`config.mk`:
```
export PLATFORM = sky130hd
export DESIGN_NAME = dpsm_host
export DESIGN_NICKNAME = d
export VERILOG_FILES = /design/src/verilog/dpsm_pkg.sv /design/src/verilog/dpsm_host.sv /design/src/verilog/dpsm_lane.sv
export SDC_FILE = /design/constraint.sdc
export NUM_CORES = 1
export LEC_CHECK = 0
export BUFFER_PORTS_ARGS = -buffer_cell sky130_fd_sc_hd__buf_4
export CAP_MARGIN = 20
export CORE_MARGIN = 5
export CORE_UTILIZATION = 48
export DETAILED_ROUTE_END_ITERATION = 7
export PLACE_DENSITY_LB_ADDON = 0.1
export SETUP_SLACK_MARGIN = 0.2
export SYNTH_ARGS = -nofsm -noshare
export SYNTH_HDL_FRONTEND = slang
export SYNTH_SLANG_ARGS = --single-unit
```
`constraint.sdc`:
```
create_clock -name clk_sys -period 1.9 [get_ports clk_sys]
set_input_delay 0.38 -clock clk_sys [delete_from_list [all_inputs] [get_ports clk_sys]]
set_output_delay 0.38 -clock clk_sys [all_outputs]
set_load 0.05 [all_outputs]
```
`src/verilog/dpsm_pkg.sv`:
```
// Constants for the host-side port controller of a dual-port SRAM.
// Assumes a single 100 MHz system clock and one port of the memory.
package dpsm_pkg;
	// ----------------------------------------
	// Widths and mailbox locations
	// ----------------------------------------
	localparam int ADDR_W = 16;
	localparam int DATA_W = 18;
	localparam logic [15:0] MBOX_OWN_32K = 16'h7fff;
	localparam logic [15:0] MBOX_PEER_32K = 16'h7ffe;
	localparam logic [15:0] MBOX_OWN_64K = 16'hffff;
	localparam logic [15:0] MBOX_PEER_64K = 16'hfffe;
	localparam logic [15:0] ADDR_MASK_32K = 16'h7fff;
	localparam logic [15:0] ADDR_MASK_64K = 16'hffff;
	// ----------------------------------------
	// Timing, in ns and derived cycles
	// ----------------------------------------
	localparam int CLK_NS = 10;
	localparam int ACCESS_NS = 25;
	localparam int SETUP_NS = 10;
	localparam int ACCESS_CYC = (ACCESS_NS + CLK_NS - 1) / CLK_NS;
	localparam int SETUP_CYC = (SETUP_NS + CLK_NS - 1) / CLK_NS;
	localparam logic [3:0] ACCESS_CNT = 4'(ACCESS_CYC);
	localparam logic [3:0] SETUP_CNT = 4'(SETUP_CYC);
	// ----------------------------------------
	// Command encodings
	// ----------------------------------------
	typedef enum logic [2:0] {
		DPSM_CMD_RAM_RD = 3'h0,
		DPSM_CMD_RAM_WR = 3'h1,
		DPSM_CMD_SEM_RD = 3'h2,
		DPSM_CMD_SEM_WR = 3'h3,
		DPSM_CMD_MBOX_SET = 3'h4,
		DPSM_CMD_MBOX_CLR = 3'h5
	} dpsm_cmd_t;
	typedef enum logic [1:0] {
		DPSM_IDLE = 2'h0,
		DPSM_SETUP = 2'h1,
		DPSM_STROBE = 2'h2,
		DPSM_DONE = 2'h3
	} dpsm_state_t;
endpackage

```
`src/verilog/dpsm_host.sv`:
```
// Host controller for one port of an asynchronous dual-port SRAM.
// Assumes the memory port pins are wired directly; inputs synchronous.
`timescale 1ns/1ps
`default_nettype none
module dpsm_host
	import dpsm_pkg::*;
#(
	parameter bit IS_LEFT = 1'b1,
	parameter bit DEPTH_64K = 1'b0
) (
	input wire logic clk_sys,
	input wire logic resetn,
	// User request side
	input wire logic req_valid,
	output logic req_ready,
	input wire dpsm_cmd_t req_cmd,
	input wire logic [ADDR_W-1:0] req_addr,
	input wire logic [DATA_W-1:0] req_wdata,
	input wire logic [1:0] req_lanes,
	output logic rsp_valid,
	output logic [DATA_W-1:0] rsp_rdata,
	output logic rsp_busy_hit,
	output logic mbox_pending,
	// Memory port pins
	output logic [ADDR_W-1:0] mem_addr,
	output logic chip_en_n,
	output logic rw_n,
	output logic out_en_n,
	output logic upper_lane_en_n,
	output logic lower_lane_en_n,
	output logic flag_space_sel_n,
	input wire logic [DATA_W-1:0] mem_data_i,
	output logic [DATA_W-1:0] mem_data_o,
	output logic [1:0] mem_data_oe,
	input wire logic busy_n,
	input wire logic int_n
);
	// ----------------------------------------
	// Declarations
	// ----------------------------------------
	localparam int HALF = DATA_W / 2;
	dpsm_state_t state_r;
	logic [3:0] cnt_r;
	dpsm_cmd_t cmd_r;
	logic is_wr;
	logic is_sem;
	logic [1:0] lanes_r;
	logic busy_seen_r;
	logic [DATA_W-1:0] wdata_sel;
	logic [ADDR_W-1:0] amask;
	logic [ADDR_W-1:0] mbox_own;
	logic [ADDR_W-1:0] mbox_peer;
	logic load_w;
	logic wr_phase;

	assign amask = DEPTH_64K ? ADDR_MASK_64K : ADDR_MASK_32K;
	assign mbox_own = DEPTH_64K ? MBOX_OWN_64K : MBOX_OWN_32K;
	assign mbox_peer = DEPTH_64K ? MBOX_PEER_64K : MBOX_PEER_32K;

	// Left owns reading 7FFE, writes 7FFF (FFFE, FFFF with DEPTH_64K); right is mirrored
	// set target is the peer's location
	function automatic logic [ADDR_W-1:0] mbox_addr(input dpsm_cmd_t c,
			input logic [ADDR_W-1:0] own, input logic [ADDR_W-1:0] peer);
		logic [ADDR_W-1:0] set_a;
		logic [ADDR_W-1:0] clr_a;
		set_a = IS_LEFT ? own : peer;
		clr_a = IS_LEFT ? peer : own;
		mbox_addr = (c == DPSM_CMD_MBOX_SET) ? set_a : clr_a;
	endfunction

	assign is_wr = (cmd_r == DPSM_CMD_RAM_WR) || (cmd_r == DPSM_CMD_SEM_WR)
		|| (cmd_r == DPSM_CMD_MBOX_SET);
	assign is_sem = (cmd_r == DPSM_CMD_SEM_RD) || (cmd_r == DPSM_CMD_SEM_WR);
	assign req_ready = (state_r == DPSM_IDLE);
	assign load_w = req_valid && req_ready;
	// Data stands for the whole strobe; a bus released early would
	// let the memory latch a floating value at the strobe's end
	assign wr_phase = is_wr && (state_r == DPSM_SETUP ||
		(state_r == DPSM_STROBE && cnt_r > 4'h1));

	// flag write carries only bit 0, replicated harmlessly
	assign wdata_sel = (req_cmd == DPSM_CMD_SEM_WR) ?
		{DATA_W{req_wdata[0]}} : req_wdata;

	// ----------------------------------------
	// Sequencer
	// ----------------------------------------
	// Setup phase holds address before strobe; strobe holds for access
	always_ff @(posedge clk_sys) begin
		if (!resetn) begin
			state_r <= DPSM_IDLE;
			cnt_r <= 4'h0;
		end else begin
			case (state_r)
				DPSM_IDLE: begin
					if (load_w) begin
						state_r <= DPSM_SETUP;
						cnt_r <= SETUP_CNT;
					end
				end
				DPSM_SETUP: begin
					if (cnt_r <= 4'h1) begin
						state_r <= DPSM_STROBE;
						cnt_r <= ACCESS_CNT;
					end else begin
						cnt_r <= cnt_r - 4'h1;
					end
				end
				DPSM_STROBE: begin
					if (cnt_r <= 4'h1)
						state_r <= DPSM_DONE;
					else
						cnt_r <= cnt_r - 4'h1;
				end
				default: begin
					state_r <= DPSM_IDLE;
				end
			endcase
		end
	end

	// Captured request
	always_ff @(posedge clk_sys) begin
		if (!resetn) begin
			cmd_r <= DPSM_CMD_RAM_RD;
			lanes_r <= 2'h0;
			mem_addr <= '0;
		end else if (load_w) begin
			cmd_r <= req_cmd;
			// lane choice for RAM reads and writes
			lanes_r <= req_lanes;
			if (req_cmd == DPSM_CMD_MBOX_SET || req_cmd == DPSM_CMD_MBOX_CLR)
				mem_addr <= mbox_addr(req_cmd, mbox_own, mbox_peer);
			else
				mem_addr <= req_addr & amask;
		end
	end

	// ----------------------------------------
	// Control pins
	// ----------------------------------------
	// all strobes idle high between accesses: port deselected
	always_ff @(posedge clk_sys) begin
		if (!resetn) begin
			chip_en_n <= 1'b1;
			rw_n <= 1'b1;
			out_en_n <= 1'b1;
			upper_lane_en_n <= 1'b1;
			lower_lane_en_n <= 1'b1;
			flag_space_sel_n <= 1'b1;
		end else if (state_r == DPSM_SETUP && is_sem) begin
			// flag access: chip enable and lanes kept off
			// flag read keeps write strobe high, output enable low
			chip_en_n <= 1'b1;
			upper_lane_en_n <= 1'b1;
			lower_lane_en_n <= 1'b1;
			flag_space_sel_n <= 1'b0;
			rw_n <= !is_wr;
			out_en_n <= is_wr;
		end else if (state_r == DPSM_SETUP) begin
			// mailbox uses both lanes, RAM uses request
			chip_en_n <= 1'b0;
			flag_space_sel_n <= 1'b1;
			upper_lane_en_n <= is_cmd_mbox() ? 1'b0 : !lanes_r[1];
			lower_lane_en_n <= is_cmd_mbox() ? 1'b0 : !lanes_r[0];
			rw_n <= !is_wr;
			out_en_n <= is_wr;
		end else if (state_r == DPSM_STROBE && cnt_r <= 4'h1) begin
			// All strobes rise on this edge, the same edge the data lanes release
			chip_en_n <= 1'b1;
			rw_n <= 1'b1;
			out_en_n <= 1'b1;
			upper_lane_en_n <= 1'b1;
			lower_lane_en_n <= 1'b1;
			flag_space_sel_n <= 1'b1;
		end
	end

	function automatic logic is_cmd_mbox();
		is_cmd_mbox = (cmd_r == DPSM_CMD_MBOX_SET) ||
			(cmd_r == DPSM_CMD_MBOX_CLR);
	endfunction

	// ----------------------------------------
	// Data lanes
	// ----------------------------------------
	// drive only enabled lanes (both lanes for flag writes), never during reads
	dpsm_lane #(.W(HALF)) u_lane_lo (
		.clk_sys(clk_sys),
		.resetn(resetn),
		.load(load_w),
		.drive(wr_phase && (is_sem || is_cmd_mbox() || lanes_r[0])),
		.din(wdata_sel[HALF-1:0]),
		.dout(mem_data_o[HALF-1:0]),
		.oe(mem_data_oe[0])
	);
	dpsm_lane #(.W(DATA_W-HALF)) u_lane_hi (
		.clk_sys(clk_sys),
		.resetn(resetn),
		.load(load_w),
		.drive(wr_phase && (is_sem || is_cmd_mbox() || lanes_r[1])),
		.din(wdata_sel[DATA_W-1:HALF]),
		.dout(mem_data_o[DATA_W-1:HALF]),
		.oe(mem_data_oe[1])
	);

	// ----------------------------------------
	// Response
	// ----------------------------------------
	// busy seen during strobe means the access may be void
	always_ff @(posedge clk_sys) begin
		if (!resetn)
			busy_seen_r <= 1'b0;
		else if (state_r == DPSM_SETUP)
			busy_seen_r <= 1'b0;
		else if (state_r == DPSM_STROBE && !busy_n)
			busy_seen_r <= 1'b1;
	end

	// Read data sampled at end of strobe, before pins release
	always_ff @(posedge clk_sys) begin
		if (!resetn) begin
			rsp_valid <= 1'b0;
			rsp_rdata <= '0;
			rsp_busy_hit <= 1'b0;
		end else begin
			rsp_valid <= (state_r == DPSM_DONE);
			if (state_r == DPSM_STROBE && cnt_r <= 4'h1 && !is_wr)
				// flag state is bit 0: 0 means ours
				rsp_rdata <= is_sem ? {{(DATA_W-1){1'b0}}, mem_data_i[0]}
					: mem_data_i;
			if (state_r == DPSM_DONE)
				rsp_busy_hit <= busy_seen_r || !busy_n;
		end
	end

	// interrupt pin, registered, for the user
	always_ff @(posedge clk_sys) begin
		if (!resetn)
			mbox_pending <= 1'b0;
		else
			mbox_pending <= !int_n;
	end
endmodule
`default_nettype wire

```
`src/verilog/dpsm_lane.sv`:
```
// One byte lane of the data bus: output register and enable.
// Assumes the caller decides when the lane is driven.
`timescale 1ns/1ps
`default_nettype none
module dpsm_lane #(
	parameter int W = 9
) (
	input wire logic clk_sys,
	input wire logic resetn,
	input wire logic load,
	input wire logic drive,
	input wire logic [W-1:0] din,
	output logic [W-1:0] dout,
	output logic oe
);
	// ----------------------------------------
	// Lane registers
	// ----------------------------------------
	// Data held for whole strobe, enable follows drive request
	always_ff @(posedge clk_sys) begin
		if (!resetn) begin
			dout <= '0;
			oe <= 1'b0;
		end else begin
			if (load)
				dout <= din;
			oe <= drive;
		end
	end
endmodule
`default_nettype wire

```
==> metrics <==
status=complete, no violations; Internal Power=about 4.2 mW; Pre-Repair DR Iteration Count=4; max-cap violation count=0; CP delay by family, top=compound AO/OA/AOI/OAI gates; share of layout cells above drive strength 1=41.5%; min Tclk post-route=roughly 1.7 ns; Clock Power Share=between 15 and 20%; CTS H-tree depth=3; wire length per cell=14.3 um; r2r setup slk=between 0.2 and 0.25 ns; Diodes inserted=0; crit path from=cnt_r[0]$_SDFFE_PN0P_; CTS Hold Bufs=0; Synth top cells by count=dfxtp_1, a21oi_1, nand2_1; Synth top area share=between 40 and 50%; Final Hold Violating Endpoints=0; DRT Wirelength=7670 um; die area=8040 um2; metal1 wirelength=3240 um; DR iter-0 viols=around 100; power density over the cells=approximately 1800 nW/um2; sequential power share=30.4%; post-DP HPWL=around 5500 um; critical path class=reg2reg; Post-Layout Cell Count=537; Worst path depth=6; total grt overflow=0; min-delay worst type=in2reg; worst-path maximum fanout=5; skew final=roughly 0.0085 ns; Mapped Area=between 3000 and 4000 um2; maximum buffer depth of the clock tree=2; Num Clock Sinks=74; worst setup slack after placement=around 0.11 ns; layout overhead on the synthesized area=41.6%; #FFs+latches synth=74; die height=89.7 um; Peak VDD IR=about 1.2 mV; multi-input gate area in the final layout=roughly 1500 um2; largest cells by area after synthesis=dfxtp_1, a21oi_1, a2bb2oi_2; Buf/Inv on CP=1; R2R Path End=cnt_r[2]$_SDFFE_PN0P_; Syn Inst Count=roughly 330; Reg area=between 1000 and 1500 um2; antenna viol nets, final=0; Max Slew Vio Count=0; CP peak stage delay=roughly 0.44 ns; fin area=~4300 um2; row cnt=29; CTS Buf Count=9; initial antenna violation count=0; crit share post-route=between 80% and 90%; io pins=126; clk_lat worst skew=between 0.3 and 0.4 ns; fmax=approximately 0.6 GHz; register area share after synthesis=between 40% and 50%; switch share=a little under half; GPL Wtd Cong=0.867; Top FF cell, synth=dfxtp_1; count leader, synth=dfxtp_1; syn_area_per_cell=9.21 um2; routed vias=2791; ys async rst share=0%; Util after Layout=between 60% and 70%; Synth Net Count=400; met2 WL=~3700 um; Root Driver=clkbuf_8; first-pass GRT wire length=12400 um; Core ar.=between 6000 and 7000 um2; Tot GR Track Use=approximately a fifth; Ys Warns=0; Slowest-stage cell, CP=a311o_1; CP endpoint kind=register; Combinational Power Share=~54%; DRC=0; Die X-Extent=about 90 um; dpl cell area=4030 um2; crit path launch type=register; clk slew on worst S/H paths=approximately 0.07 ns; drt via density=roughly 5.2; fill count=522; CTS tree=built; worst path required time=2.12 ns; Port Buffers=between 100 and 150; crit path capture=cnt_r[2]$_SDFFE_PN0P_; Switch Pwr=approximately 3.5 mW; post-route setup TNS=0 ns; nets=between 500 and 600; cell count after placement=approximately 520; unrepaired setup endpoints after global routing=true; worst r2r path cells=6; DR WL met3=610 um; Unique masters post-synth=50; Arrival @ worst endpoint=1.87 ns; LEAKAGE=around 1.9 nW; initial core utilization=about half; Post-synth EDFFs=0; setup ws final=roughly 0.24 ns; largest net degree at the start of global routing=36; crit-path cells=inv_1, ha_4, or2_4, a311o_1, nand3_1, o211ai_1; cell taking the most area after synthesis=dfxtp_1; R2R Path Start=cnt_r[0]$_SDFFE_PN0P_; top layer in use=met4; # setup viols final=0; vias in the first global route=roughly 2700
## worst min path at each step
stage | from | cells after the start | slack, ns | endpoint
global route | int_n | 2 | 0.17 | mbox_pending$_SDFF_PN0_
floorplan | busy_seen_r$_SDFFE_PP0P_ | 2 | 0.43 | busy_seen_r$_SDFFE_PP0P_
finish | int_n | 2 | 0.18 | mbox_pending$_SDFF_PN0_
global placement | busy_seen_r$_SDFFE_PP0P_ | 2 | 0.44 | busy_seen_r$_SDFFE_PP0P_
CTS | int_n | 2 | 0.17 | mbox_pending$_SDFF_PN0_
detailed placement | busy_seen_r$_SDFFE_PP0P_ | 2 | 0.45 | busy_seen_r$_SDFFE_PP0P_
## cell type report
type                            count  area share, %
Sequential cell                    74           34.5
Multi-Input combinational cell    224           33.7
Timing Repair Buffer              136           23.9
Clock buffer                       12           3.59
Tap cell                           77           2.23
Clock inverter                      4           1.16
Inverter                           10          0.870
## sequential cells by signal, indices dropped and copies added, names as in the netlist
name	flops
rsp_rdata	18
mem_addr	15
u_lane_hi.dout	9
u_lane_lo.dout	9
cnt_r	4
cmd_r	3
lanes_r	2
state_r	2
busy_seen_r	1
chip_en_n	1
flag_space_sel_n	1
lower_lane_en_n	1
mbox_pending	1
out_en_n	1
rsp_busy_hit	1
rsp_valid	1
rw_n	1
u_lane_hi.oe	1
u_lane_lo.oe	1
upper_lane_en_n	1
## logic make-up (layout without fill, tap and decap cells)
logic type | after synthesis | after routing | synth area share (%)
AO/OA/AOI/OAI | 123 | 123 | 27.5
AND/OR/NAND/NOR | 91 | 91 | 14.3
flip-flops | 74 | 74 | 48.6
buffers and inverters | 33 | 162 | 5.50
adder cells (fa/ha/maj) | 7 | 7 | 2.87
multiplexers | 2 | 2 | 1.11
other | 1 | 1 | 0.123
## power groups by stage
stage | combinational, mW | clock (mW) | sequential, mW
6_report | 4.15 | 1.24 | 2.35
5_1_grt | 4.43 | 1.35 | 2.40
4_1_cts | 4.05 | 1.27 | 2.33
3_5_place_dp | 4.02 | 0 | 2.36
3_3_place_gp | 3.96 | 0 | 2.35
2_1_floorplan | 1.50 | 0 | 3.77
## worst register-to-register path: stages (launching register included)
cell and delay, ns:
dfxtp_4 0.37, inv_1 0.09, ha_4 0.18, or2_4 0.27
a311o_1 0.44, nand3_1 0.11, o211ai_1 0.08
## layout by cell type, fill, tap and decap left out, drive strengths merged
cell	n
buf	136
dfxtp	74
a21oi	48
nand2	40
nor2	25
o21ai	23
o22ai	19
a2bb2oi	17
clkbuf	12
inv	9
nand3	7
ha	7
nand2b	4
and2	3
nor2b	3
or3	2
a22oi	2
nor3	2
o2111ai	2
o21a	2
clkinvlp	2
or2	2
clkinv	2
a211oi	2
mux2i	1
a311o	1
o311a	1
or4	1
o211ai	1
mux2	1
nor4	1
o31a	1
nand3b	1
a31o	1
a31oi	1
o32a	1
o31ai	1
conb	1
bufinv	1
## routing by layer
layer / vias to the layer above / GRT usage [%]
met5: - / 0
li1: 1428 / -
met4: 0 / 9.74
met2: 85 / 29.5
met1: 1263 / 25.0
met3: 15 / 6.48
## metrics by stage
step	hold slack [ns]	power, mW
2_1_floorplan	0.432	5.27
3_3_place_gp	0.441	6.31
3_5_place_dp	0.448	6.37
4_1_cts	0.166	7.66
5_1_grt	0.169	8.18
6_report	0.183	7.74
## timing repair
action	CTS	global route
setup endpoints to repair	18	34
resized for setup	4	13
setup buffers	0	3
pin swaps	1	4
No activity file was read; power rests on OpenSTA's default activity.
